File: src/shared/ric_pkg.sv
// shared constants and types for the radio core interrupt flag block
package ric_pkg;
  localparam int unsigned FLAG_W = 8;
  localparam int unsigned ADDR_W = 8;

  // special-function register addresses
  localparam logic [7:0] ADDR_EVENT_LOW = 8'he9;
  localparam logic [7:0] ADDR_EVENT_HIGH = 8'h91;
  localparam logic [7:0] ADDR_ERROR = 8'hbf;

  localparam logic [7:0] FLAGS_RESET = 8'h00;

  // bits that exist in each register; the rest read zero and ignore writes
  localparam logic [7:0] VALID_EVENT_LOW = 8'h0f;
  localparam logic [7:0] VALID_EVENT_HIGH = 8'h3f;
  localparam logic [7:0] VALID_ERROR = 8'h7f;

  // low event register fields
  localparam int unsigned BIT_SPARE_EVENT = 0;
  localparam int unsigned BIT_SFD = 1;
  localparam int unsigned BIT_RX_THRESHOLD = 2;
  localparam int unsigned BIT_SOURCE_MATCH_COMPLETE_FLAG = 3;

  // high event register fields
  localparam int unsigned BIT_ACK_SENT = 0;
  localparam int unsigned BIT_TX_COMPLETE = 1;
  localparam int unsigned BIT_RADIO_IDLE = 2;
  localparam int unsigned BIT_SEQ_SW_EVENT = 3;
  localparam int unsigned BIT_SEQ_HALT = 4;
  localparam int unsigned BIT_SEQ_RESUME = 5;

  // error register fields
  localparam int unsigned BIT_SYNTH_UNLOCKED = 0;
  localparam int unsigned BIT_RX_ABORTED = 1;
  localparam int unsigned BIT_RX_FIFO_OVERFLOW = 2;
  localparam int unsigned BIT_RX_FIFO_UNDERFLOW = 3;
  localparam int unsigned BIT_TX_FIFO_OVERFLOW = 4;
  localparam int unsigned BIT_TX_FIFO_UNDERFLOW = 5;
  localparam int unsigned BIT_STROBE_REJECTED = 6;

  // command strobe classes as seen by the flag logic
  typedef enum logic [2:0] {
    STB_OTHER,
    STB_RADIO_OFF,
    STB_ACK,
    STB_ACK_PENDING,
    STB_NO_ACK
  } ric_strobe_t;
endpackage

File: src/shared/ric_flag_if.sv
// bundle between the control logic and one flag register bank
`timescale 1ns/10ps
interface ric_flag_if;
  import ric_pkg::*;
  logic [FLAG_W-1:0] src;
  logic wr;
  logic [FLAG_W-1:0] wdata;
  logic [FLAG_W-1:0] flags;
  logic [FLAG_W-1:0] rise;

  modport bank (input src, input wr, input wdata, output flags, output rise);
  modport ctl (output src, output wr, output wdata, input flags, input rise);
endinterface

File: src/rtl/ric_radio_irq_flags.sv
// radio core interrupt and error flag registers with their two interrupt lines
// Behaviour
// - set rx threshold flag, low bit 2, when rx fifo count exceeds threshold
// - also set it on whole frame received or packet read with more buffered
// - set frame delimiter flag, low bit 1, when delimiter sent or received
// - set sequencer resume flag, high bit 5, on resume after wait
// - set sequencer halt flag, high bit 4, when sequencer stops its program
// - set sequencer software event flag, high bit 3, on manual interrupt
// - set radio idle flag, high bit 2, when radio enters idle
// - set transmit complete flag, high bit 1, after full frame sent
// - set ack sent flag, high bit 0, after ack frame fully sent
// - set strobe rejected flag, error bit 6, for unprocessable strobes
// - rejected: disable while disabled, ack-type command outside active reception, any other strobe while busy
// - set receive aborted flag, error bit 1, when reception is abandoned
// - set synth unlocked flag, error bit 0, on lock timeout or loss in rx
// - each flag: 0 none pending, 1 pending; all reset to 0
// - flags update regardless of mask; mask gates only the interrupt
// - events come only from rising edges of source conditions
// - clearing one flag with other unmasked flags set raises interrupt again
`timescale 1ns/10ps
module ric_radio_irq_flags
  import ric_pkg::*;
(
  input wire logic clk_sys_i,
  input wire logic nrst_i,
  // special-function register access
  input wire logic [ric_pkg::ADDR_W-1:0] sfr_addr_i,
  input wire logic sfr_wr_i,
  input wire logic sfr_rd_i,
  input wire logic [ric_pkg::FLAG_W-1:0] sfr_wdata_i,
  output logic [ric_pkg::FLAG_W-1:0] sfr_rdata_o,
  // mask registers live outside this block
  input wire logic [ric_pkg::FLAG_W-1:0] mask_event_low_i,
  input wire logic [ric_pkg::FLAG_W-1:0] mask_event_high_i,
  input wire logic [ric_pkg::FLAG_W-1:0] mask_error_i,
  // receive fifo threshold sources
  input wire logic [7:0] rx_fifo_count_i,
  input wire logic [7:0] rx_fifo_threshold_i,
  input wire logic rx_frame_received_i,
  input wire logic rx_packet_read_more_i,
  // frame and sequencer sources
  input wire logic spare_event_i,
  input wire logic sfd_seen_i,
  input wire logic source_match_complete_i,
  input wire logic seq_resume_i,
  input wire logic seq_halt_i,
  input wire logic seq_software_event_i,
  input wire logic radio_idle_i,
  input wire logic tx_frame_done_i,
  input wire logic tx_ack_done_i,
  // error sources
  input wire logic strobe_valid_i,
  input wire ric_pkg::ric_strobe_t strobe_cmd_i,
  input wire logic strobe_busy_i,
  input wire logic radio_disabled_i,
  input wire logic rx_active_i,
  input wire logic rx_abort_i,
  input wire logic tx_fifo_underflow_i,
  input wire logic tx_fifo_overflow_i,
  input wire logic rx_fifo_underflow_i,
  input wire logic rx_fifo_overflow_i,
  input wire logic synth_lock_timeout_i,
  input wire logic synth_lock_lost_i,
  // flags and interrupt requests
  output logic [ric_pkg::FLAG_W-1:0] event_flags_low_o,
  output logic [ric_pkg::FLAG_W-1:0] event_flags_high_o,
  output logic [ric_pkg::FLAG_W-1:0] error_flags_o,
  output logic radio_irq_o,
  output logic radio_error_irq_o
);
  import ric_pkg::*;

  // one bundle per register bank
  ric_flag_if low_if ();
  ric_flag_if high_if ();
  ric_flag_if err_if ();

  logic strobe_reject;
  logic synth_fault;
  logic [FLAG_W-1:0] src_low;
  logic [FLAG_W-1:0] src_high;
  logic [FLAG_W-1:0] src_err;
  logic wr_low;
  logic wr_high;
  logic wr_err;
  logic pend_radio;
  logic pend_error;
  logic [FLAG_W-1:0] next_rdata;

  // interrupt request state
  logic pend_radio_q;
  logic pend_error_q;
  logic clr_radio_q;
  logic clr_error_q;
  // next values of the request state
  logic next_pend_radio;
  logic next_pend_error;
  logic next_clr_radio;
  logic next_clr_error;
  logic next_radio_irq;
  logic next_error_irq;
  logic radio_irq;
  logic error_irq;
  logic [FLAG_W-1:0] rdata;

  function automatic logic [FLAG_W-1:0] unmasked(input logic [FLAG_W-1:0] f,
                                                 input logic [FLAG_W-1:0] m);
    unmasked = f & m;
  endfunction

  function automatic logic reg_hit(input logic strobe,
                                   input logic [ADDR_W-1:0] a,
                                   input logic [ADDR_W-1:0] target);
    reg_hit = strobe && (a == target);
  endfunction

  // a write counts as a clear only if it takes down a flag that stands
  function automatic logic clears_any(input logic [FLAG_W-1:0] f,
                                      input logic [FLAG_W-1:0] d);
    clears_any = |(f & ~d);
  endfunction

  // rejected strobe: a cycle pulse, so back-to-back rejects need a gap to
  // register twice through the edge detector
  always_comb
  begin
    strobe_reject = 1'b0;
    if (strobe_valid_i)
    begin
      case (strobe_cmd_i)
        STB_RADIO_OFF: strobe_reject = radio_disabled_i;
        STB_ACK, STB_ACK_PENDING, STB_NO_ACK: strobe_reject = !rx_active_i;
        default: strobe_reject = strobe_busy_i;
      endcase
    end
  end

  // lock loss only counts while receiving; a timeout counts at any time
  assign synth_fault = synth_lock_timeout_i | (synth_lock_lost_i & rx_active_i);

  always_comb
  begin
    src_low = '0;
    src_low[BIT_SPARE_EVENT] = spare_event_i;
    src_low[BIT_SFD] = sfd_seen_i;
    src_low[BIT_RX_THRESHOLD] = (rx_fifo_count_i > rx_fifo_threshold_i)
      | rx_frame_received_i | rx_packet_read_more_i;
    src_low[BIT_SOURCE_MATCH_COMPLETE_FLAG] = source_match_complete_i;

    src_high = '0;
    src_high[BIT_ACK_SENT] = tx_ack_done_i;
    src_high[BIT_TX_COMPLETE] = tx_frame_done_i;
    src_high[BIT_RADIO_IDLE] = radio_idle_i;
    src_high[BIT_SEQ_SW_EVENT] = seq_software_event_i;
    src_high[BIT_SEQ_HALT] = seq_halt_i;
    src_high[BIT_SEQ_RESUME] = seq_resume_i;

    src_err = '0;
    src_err[BIT_SYNTH_UNLOCKED] = synth_fault;
    src_err[BIT_RX_ABORTED] = rx_abort_i;
    src_err[BIT_RX_FIFO_OVERFLOW] = rx_fifo_overflow_i;
    src_err[BIT_RX_FIFO_UNDERFLOW] = rx_fifo_underflow_i;
    src_err[BIT_TX_FIFO_OVERFLOW] = tx_fifo_overflow_i;
    src_err[BIT_TX_FIFO_UNDERFLOW] = tx_fifo_underflow_i;
    src_err[BIT_STROBE_REJECTED] = strobe_reject;
  end

  // address decode of writes
  always_comb
  begin
    wr_low = 1'b0;
    wr_high = 1'b0;
    wr_err = 1'b0;
    if (reg_hit(sfr_wr_i, sfr_addr_i, ADDR_EVENT_LOW))
    begin
      wr_low = 1'b1;
    end
    else if (reg_hit(sfr_wr_i, sfr_addr_i, ADDR_EVENT_HIGH))
    begin
      wr_high = 1'b1;
    end
    else if (reg_hit(sfr_wr_i, sfr_addr_i, ADDR_ERROR))
    begin
      wr_err = 1'b1;
    end
  end

  assign low_if.src = src_low;
  assign low_if.wr = wr_low;
  assign low_if.wdata = sfr_wdata_i;
  assign high_if.src = src_high;
  assign high_if.wr = wr_high;
  assign high_if.wdata = sfr_wdata_i;
  assign err_if.src = src_err;
  assign err_if.wr = wr_err;
  assign err_if.wdata = sfr_wdata_i;

  // three identical banks; only the set of implemented bits differs
  ric_flag_bank #(.VALID(VALID_EVENT_LOW)) u_low (
    .clk_sys_i(clk_sys_i),
    .nrst_i(nrst_i),
    .fb(low_if.bank)
  );

  ric_flag_bank #(.VALID(VALID_EVENT_HIGH)) u_high (
    .clk_sys_i(clk_sys_i),
    .nrst_i(nrst_i),
    .fb(high_if.bank)
  );

  ric_flag_bank #(.VALID(VALID_ERROR)) u_err (
    .clk_sys_i(clk_sys_i),
    .nrst_i(nrst_i),
    .fb(err_if.bank)
  );

  // read path: reads have no side effect; unknown addresses return zero
  always_comb
  begin
    next_rdata = rdata;
    if (reg_hit(sfr_rd_i, sfr_addr_i, ADDR_EVENT_LOW))
    begin
      next_rdata = low_if.flags;
    end
    else if (reg_hit(sfr_rd_i, sfr_addr_i, ADDR_EVENT_HIGH))
    begin
      next_rdata = high_if.flags;
    end
    else if (reg_hit(sfr_rd_i, sfr_addr_i, ADDR_ERROR))
    begin
      next_rdata = err_if.flags;
    end
    else if (sfr_rd_i)
    begin
      next_rdata = '0;
    end
  end

  // interrupt requests are one-cycle pulses toward the cpu flag bits
  always_comb
  begin
    pend_radio = |unmasked(low_if.flags, mask_event_low_i)
      | |unmasked(high_if.flags, mask_event_high_i);
    pend_error = |unmasked(err_if.flags, mask_error_i);
    // a new unmasked pending state, or a clear that leaves others standing
    next_radio_irq = pend_radio & (~pend_radio_q | clr_radio_q);
    next_error_irq = pend_error & (~pend_error_q | clr_error_q);
    next_pend_radio = pend_radio;
    next_pend_error = pend_error;
    // writing ones over standing flags must not fake a fresh request
    next_clr_radio = (wr_low & clears_any(low_if.flags, sfr_wdata_i))
      | (wr_high & clears_any(high_if.flags, sfr_wdata_i));
    next_clr_error = wr_err & clears_any(err_if.flags, sfr_wdata_i);
  end

  // request state; pulses last exactly one clock
  always_ff @(posedge clk_sys_i or negedge nrst_i)
  begin
    if (!nrst_i)
    begin
      pend_radio_q <= 1'b0;
      pend_error_q <= 1'b0;
      clr_radio_q <= 1'b0;
      clr_error_q <= 1'b0;
      radio_irq <= 1'b0;
      error_irq <= 1'b0;
    end
    else
    begin
      pend_radio_q <= next_pend_radio;
      pend_error_q <= next_pend_error;
      clr_radio_q <= next_clr_radio;
      clr_error_q <= next_clr_error;
      radio_irq <= next_radio_irq;
      error_irq <= next_error_irq;
    end
  end

  // read data holds between reads so a slow cpu can fetch it later
  always_ff @(posedge clk_sys_i or negedge nrst_i)
  begin
    if (!nrst_i)
    begin
      rdata <= FLAGS_RESET;
    end
    else
    begin
      rdata <= next_rdata;
    end
  end

  assign sfr_rdata_o = rdata;
  assign event_flags_low_o = low_if.flags;
  assign event_flags_high_o = high_if.flags;
  assign error_flags_o = err_if.flags;
  assign radio_irq_o = radio_irq;
  assign radio_error_irq_o = error_irq;
endmodule

File: src/rtl/ric_flag_bank.sv
// one 8-bit sticky flag register with edge-triggered sources and write-zero clear
`timescale 1ns/10ps
module ric_flag_bank
  import ric_pkg::*;
#(
  parameter logic [7:0] VALID = 8'hff
)
(
  input wire logic clk_sys_i,
  input wire logic nrst_i,
  ric_flag_if.bank fb
);
  import ric_pkg::*;

  logic [FLAG_W-1:0] src_prev;
  logic [FLAG_W-1:0] flags;
  logic [FLAG_W-1:0] next_src_prev;
  logic [FLAG_W-1:0] next_flags;
  logic [FLAG_W-1:0] rise;
  logic [FLAG_W-1:0] clr;

  always_comb
  begin
    // only a 0-to-1 change of a source counts, a held level does nothing more
    rise = fb.src & ~src_prev & VALID;
    clr = fb.wr ? ~fb.wdata : '0;
    // the set term is ored last so an event in the clearing cycle survives
    next_flags = ((flags & ~clr) | rise) & VALID;
    next_src_prev = fb.src;
  end

  always_ff @(posedge clk_sys_i or negedge nrst_i)
  begin
    if (!nrst_i)
    begin
      src_prev <= FLAGS_RESET;
      flags <= FLAGS_RESET;
    end
    else
    begin
      src_prev <= next_src_prev;
      flags <= next_flags;
    end
  end

  assign fb.flags = flags;
  assign fb.rise = rise;
endmodule

File: config.mk
export PLATFORM = sky130hd
export DESIGN_NAME = ric_radio_irq_flags
export DESIGN_NICKNAME = d
export VERILOG_FILES = /design/src/shared/ric_pkg.sv /design/src/shared/ric_flag_if.sv /design/src/rtl/ric_radio_irq_flags.sv /design/src/rtl/ric_flag_bank.sv
export SDC_FILE = /design/constraint.sdc
export NUM_CORES = 1
export LEC_CHECK = 0
export ABC_AREA = 0
export BUFFER_PORTS_ARGS = -buffer_cell sky130_fd_sc_hd__clkbuf_2
export CAP_MARGIN = 20
export CORE_ASPECT_RATIO = 1.25
export CORE_UTILIZATION = 47
export CTS_BUF_LIST = sky130_fd_sc_hd__clkbuf_2 sky130_fd_sc_hd__clkbuf_4 sky130_fd_sc_hd__clkbuf_8
export DETAILED_ROUTE_END_ITERATION = 6
export HOLD_SLACK_MARGIN = 0.12
export MAX_ROUTING_LAYER = met4
export PLACE_DENSITY = 0.87
export SYNTH_ARGS = -nofsm -noshare
export SYNTH_HDL_FRONTEND = slang
export SYNTH_SLANG_ARGS = --single-unit
File: constraint.sdc
create_clock -name clk_sys_i -period 1.6 [get_ports clk_sys_i]
set_clock_uncertainty 0.15 [all_clocks]
set_input_delay 0.24 -clock clk_sys_i [delete_from_list [all_inputs] [get_ports clk_sys_i]]
set_output_delay 0.24 -clock clk_sys_i [all_outputs]
set_load 0.005 [all_outputs]
==> run metrics, run 1 <==
DR vias/cell=5.32; Unique masters post-synth=39; syn_area_per_cell=10.1 µm²; LEAKAGE=1.75 nW; WP buf/inv=2; Critical Path AT=1.59 ns; via count=2362; DIE WIDTH=64.6 µm; CP max stage cell=dlygate4sd3_1; Mapped Cells=229; first-pass GRT wire length=10200 µm; #FFs+latches synth=47; Finished Layout Cells=444; Hold WC Path Type=input pin to register; DR iter-0 viols=125; IO buf count=102; Max clock buf depth=2; Ports=119; Compound-Gate Fraction of Synth Area=20.7%; layout cells sized above 1=33.1%; Ant. Diodes=0; DRT Wirelength=6400 µm; Critical Path Max Stage Delay=0.53 ns; final hold vios=0; DRC violations left=0; hpwl dp=4560 µm; die area=0.00519 mm²; Starting Density=48.7%; cell area after synthesis=0.00230 mm²; Setup TNS=0 ns; adder-cell share of the synthesized area=4.34%; commonest non-fill, non-tap cell in the layout=clkbuf_2; Power Dens Cells=671 mW/mm²; Initial DRT Pass Iterations=6; max-cap violations=0; r2r worst-path depth=4; max-slew violation count=0; worst skew pair latency=0.30 ns; post-cts gate resize count=0; Remaining Overflow, GRT=0; FF-to-FF setup slack=0.12 ns; core area=0.00473 mm²; CP endpoint kind=register; critical path peak fanout=3; peak supply drop=0.000418 V; clock transition at the registers of the reported paths=0.08 ns; clock root cell=clkbuf_8; antenna violations before repair=0; sequential fraction of the synthesis area=51.0%; # nets final=477; status=complete, no violations; largest family of logic cells by synthesized area=compound AO/OA/AOI/OAI gates; reg2reg start=u_high.fb.flags[1]; DIE HEIGHT=80.3 µm; H-tree depth=2; Pwr Total=0.00229 W; final instance area=0.00341 mm²; Final min period=1.55 ns; mux share of post-synthesis cell area=0%; fin crit share=97.2%; XOR/XNOR Fraction of Synth Area=0%; final setup violation count=0; crit path cell chain=dlygate4sd3_1 -> clkbuf_2 -> nor2b_1 -> or4_1 -> nand4_1 -> o21ai_1; Largest delay share family, worst path=buffers and inverters; GRT Overall Usage=27.1%; area growth from synthesis to layout=47.9%; hold path cells=3; Worst setup startpoint=rx_active_i; CTS tree=yes; Avg WL per Cell=14.4 µm; Core Util, Final=72.1%; Std-Cell Rows=28; cts bufs inserted=5; HP Start=sfr_wdata_i[3]; CTS sink cnt=47; placed cell areas=0.00291 mm²; Routed Antenna Nets=0; RSZ-0062 raised after global routing=false; commonest non-fill, non-tap cells in the layout=102 x clkbuf_2, 47 x dfrtp_1, 41 x inv_1; simple-gate area share of the yosys netlist=13.8%; Fmax=643 MHz; largest net degree at the start of global routing=32; R2R Path End=radio_irq_o; WP data required=1.64 ns; RD Place Congestion=0.881; Startpoint Class=input pin; vias in the first global route=2331; yosys warns=0; Setup Crit Path Kind=input pin to register; hold path endpoint=u_low.fb.flags[3]; dpl cells=396
[Yosys cell counts]
master / n / area (µm²)
nor4b_4: 2 / 47.6
nand2_1: 5 / 18.8
a22oi_1: 9 / 67.6
nor2_1: 15 / 56.3
and4_4: 2 / 22.5
dfrtp_1: 47 / 1180
a21o_1: 2 / 15.0
o21ai_1: 23 / 115
a21oi_1: 6 / 30.0
and4b_4: 1 / 13.8
and2_4: 1 / 8.76
o22ai_1: 9 / 56.3
and4b_1: 1 / 10.0
o31ai_1: 3 / 22.5
nand3_1: 2 / 10.0
and3_4: 1 / 11.3
clkbuf_1: 1 / 3.75
nand3_2: 2 / 20.0
conb_1: 1 / 3.75
a211oi_1: 2 / 15.0
a221oi_1: 1 / 8.76
nor3_1: 2 / 10.0
a41o_1: 1 / 10.0
o311ai_1: 1 / 8.76
a41oi_1: 1 / 8.76
nor2b_1: 8 / 50.1
a222oi_1: 2 / 20.0
a221o_1: 3 / 30.0
ha_1: 8 / 100
a22o_1: 1 / 8.76
a21boi_1: 2 / 15.0
a31oi_1: 4 / 25.0
or4_1: 1 / 7.51
inv_1: 41 / 154
nand4_1: 4 / 25.0
buf_4: 8 / 60.1
o21ai_0: 4 / 20.0
buf_6: 1 / 11.3
and2b_1: 1 / 7.51
[what timing repair did]
| item | 4_1_cts | 5_1_grt |
|---|---|---|
| hold buffers | 40 | 0 |
| endpoints found under the hold margin | 83 | 0 |
| setup buffers | 0 | 1 |
| endpoints found under the setup margin | 0 | 1 |
[through the flow]
step                setup WS [ns]  hold WS [ns]
global route              0.00896         0.133
detailed placement        -0.0156        0.0531
CTS                        0.0533         0.122
floorplan                   0.183        -0.206
finish                     0.0454         0.117
global placement           0.0402        0.0456
[registers in the layout, summed over array words and instances (netlist names), 4 cells and up]
| register | flops |
|---|---|
| u_err.fb.flags | 7 |
| u_err.src_prev | 7 |
| u_low.fb.flags | 4 |
| u_high.src_prev | 6 |
| u_low.src_prev | 4 |
| u_high.fb.flags | 6 |
| sfr_rdata_o | 7 |
[kinds of logic (layout without fill, tap and decap cells)]
family / after synthesis / in the layout
AOI/OAI and AO/OA: 74 / 74
buffers and inverters: 51 / 199
and+or+nand+nor: 48 / 48
DFF: 47 / 47
adders and majority gates: 8 / 8
other: 1 / 8
[per-layer routing]
layer	part of all wire [%]	up-vias	track usage, %
met1	36	1108	28.9
li1	-	1102	-
met5	0	-	-
met3	5.7	20	3.27
met2	55	132	49.5
met4	3.1	0	12.4
[worst max path at each step]
stage	cells after the start	end	slack, ns
floorplan	6	u_low.fb.flags[2]	0.18
global placement	7	u_low.fb.flags[2]	0.04
detailed placement	7	u_low.fb.flags[2]	-0.02
CTS	6	u_err.fb.flags[6]	0.05
global route	6	u_err.fb.flags[6]	0.009
finish	6	u_err.fb.flags[6]	0.05
[power breakdown]
part	switching, W	internal, W
Sequential	0.0000113	0.00122
Clock	0.000364	0.000339
Combinational	0.000163	0.000195
[area by class of cell]
cell class                 count  area (µm²)
multi-input combinational    138         926
fill                         338        1320
tap                           60        75.1
sequential                    47        1180
inverter                      41         154
clock inverter                 1        5.00
clock buffer                   6        82.6
timing repair buffer         151         991
[worst min-delay path, cell delays in order]
cell	delay, ns
clkbuf_2	0.13
o21ai_1	0.08
o21ai_1	0.07
(Power assumes the default switching activity.)
==> inputs of run 2 (changes only) <==
--- a/config.mk
+++ b/config.mk
@@ -14,7 +14,7 @@
 export DETAILED_ROUTE_END_ITERATION = 6
 export HOLD_SLACK_MARGIN = 0.12
 export MAX_ROUTING_LAYER = met4
-export PLACE_DENSITY = 0.87
+export PLACE_DENSITY = 0.89
 export SYNTH_ARGS = -nofsm -noshare
 export SYNTH_HDL_FRONTEND = slang
 export SYNTH_SLANG_ARGS = --single-unit
==> run 2 against run 1 <==
Compared with the run above:
- register-to-register slack better by 0.07 ns
- sequential cell count stayed put
- via count is 0.76% lower
- clock-buffer cell count is 1 lower
- worst hold slack better by 0.0041 ns
- fmax is 3.0% higher
- critical endpoint is now u_high.fb.flags[0]
- sequential power hardly changed
- non-clock buffer count is 3 lower
- highest routed layer unchanged
==> run metrics, run 2 (same netlist as run 1, synthesis figures left out) <==
combinational share of power=14.6% (-1.0 points); commonest non-fill, non-tap cells in the layout=101 x clkbuf_2, 47 x dfrtp_1, 41 x inv_1; CP endpoint kind=register; layout cells sized above 1=33.0% (-0.089 points); first-pass GRT wire length=10500 µm (+3.0%); DR iter-0 viols=169 (+35%); Std-Cell Rows=28 (unchanged); final hold vios=0 (unchanged); Final min period=1.51 ns (-0.0454 ns); IO buf count=102 (unchanged); Core Util, Final=72.4% (+0.29 points); placed cell areas=0.00291 mm² (-0.26%); HP Start=sfr_wdata_i[1]; Initial DRT Pass Iterations=6 (unchanged); Critical Path AT=1.54 ns (-0.05 ns); LEAKAGE=1.75 nW (-0.22%); DRT Wirelength=6430 µm (+0.53%); Starting Density=48.7% (unchanged); Fmax=663 MHz (+3.0%); largest net degree at the start of global routing=48 (+50%); setup slack after layout=0.0908 ns (+0.0454 ns); hold path cells=3 (unchanged); fraction of power spent switching nets=23.6% (+0.11 points); RD Place Congestion=0.905 (+2.7%); hold path endpoint=u_low.fb.flags[1]; die area=0.00519 mm² (unchanged); clock transition at the registers of the reported paths=0.09 ns (about the same); pre-CTS setup slack=-0.0243 ns (-0.00880 ns); Setup Crit Path Kind=input pin to register; peak supply drop=0.000394 V (-5.6%); final instance area=0.00342 mm² (+0.40%); FF-to-FF setup slack=0.19 ns (+0.07 ns); # nets final=474 (-0.63%); Avg WL per Cell=14.6 µm (+0.99%); status=complete, no violations; R2R Path End=radio_irq_o; Power Dens Cells=719 mW/mm² (+7.2%); r2r worst-path depth=4 (unchanged); worst skew pair latency=0.30 ns (about the same); Ant. Diodes=0 (unchanged); Psw=0.000581 W (+8.1%); via count=2344 (-0.76%); hpwl dp=4530 µm (-0.69%); WP data required=1.63 ns (about the same); H-tree depth=2 (unchanged); vias in the first global route=2369 (+1.6%); DR vias/cell=5.30 (-0.31%); Flop pwr share=49.9% (-3.7 points); Clock power frac=35.5% (+4.8 points); Startpoint Class=input pin; area growth from synthesis to layout=48.5%; DRC violations left=0 (unchanged); cts bufs inserted=5 (unchanged); final setup violation count=0 (unchanged); DIE HEIGHT=80.3 µm (unchanged); Remaining Overflow, GRT=0 (unchanged); max-cap violations=0 (unchanged); core area=0.00473 mm² (unchanged); Max clock buf depth=2 (unchanged); DIE WIDTH=64.6 µm (unchanged); CTS sink cnt=47 (unchanged); CTS tree=yes; Ports=119 (unchanged); critical path peak fanout=6 (+3); RSZ-0062 raised after global routing=false; Internal Power=0.00188 W (+7.5%); commonest non-fill, non-tap cell in the layout=clkbuf_2; GRT Overall Usage=27.4% (+0.35 points); Routed Antenna Nets=0 (unchanged); reg2reg start=u_high.fb.flags[3]; Hold WC Path Type=input pin to register; number of fill cells in the layout=298 (-12%); fin crit share=94.3% (-2.8 points); antenna violations before repair=0 (unchanged); max-slew violation count=0 (unchanged); clock root cell=clkbuf_8
run 2: power by group through the flow:
stage / clock [W] / sequential [W] / combinational, W
floorplan: 0 / 0.00125 / 0.000117
global placement: 0 / 0.00125 / 0.000267
detailed placement: 0 / 0.00125 / 0.000278
CTS: 0.000886 / 0.00123 / 0.000356
global route: 0.000936 / 0.00123 / 0.000402
finish: 0.000874 / 0.00123 / 0.000360
run 2: what timing repair did:
item	CTS	global route
endpoints found under the hold margin	83	0
resized for setup	0	1
endpoints found under the setup margin	0	3
buffers inserted	0	0
hold buffers	40	0
run 2: through the flow:
step | setup TNS, ns | instances | hold WS [ns] | total power [W]
6_report | 0 | 442 | 0.121 | 0.00246
5_1_grt | 0 | 442 | 0.151 | 0.00257
4_1_cts | 0 | 443 | 0.121 | 0.00247
3_5_place_dp | -0.0302 | 395 | 0.0956 | 0.00153
3_3_place_gp | 0 | 395 | 0.0897 | 0.00152
2_1_floorplan | 0 | 236 | -0.206 | 0.00137
run 2: critical path: stages:
cell,delay (ns)
dlygate4sd3_1,0.54
clkbuf_2,0.16
nand4_1,0.29
nor2_1,0.20
o22ai_1,0.10
run 2: worst max-delay path by stage:
stage / startpoint / to / slack (ns) / cells after the start
6_report: sfr_wr_i / u_high.fb.flags[0] / 0.09 / 5
5_1_grt: sfr_wr_i / u_high.fb.flags[0] / 0.0001 / 5
4_1_cts: mask_event_high_i[4] / radio_irq_o / 0.03 / 5
3_5_place_dp: rx_fifo_threshold_i[5] / u_low.fb.flags[2] / -0.02 / 7
3_3_place_gp: rx_fifo_threshold_i[5] / u_low.fb.flags[2] / 0.04 / 7
2_1_floorplan: rx_fifo_threshold_i[5] / u_low.fb.flags[2] / 0.18 / 6
run 2: routing by layer:
metal	global-route usage, %	vias up	part of all wire (%)
met4	13.6	0	3.3
li1	-	1102	-
met5	-	-	0
met1	29.2	1088	37
met2	48.9	129	54
met3	4.40	25	5.6
run 2: layout make-up:
type	instances	area, µm²	area share [%]
sequential	47	1180	34.4
timing repair buffer	148	971	28.4
multi-input combinational	138	932	27.2
inverter	41	154	4.50
tap	60	75.1	2.19
clock buffer	5	68.8	2.01
clock inverter	3	46.3	1.35
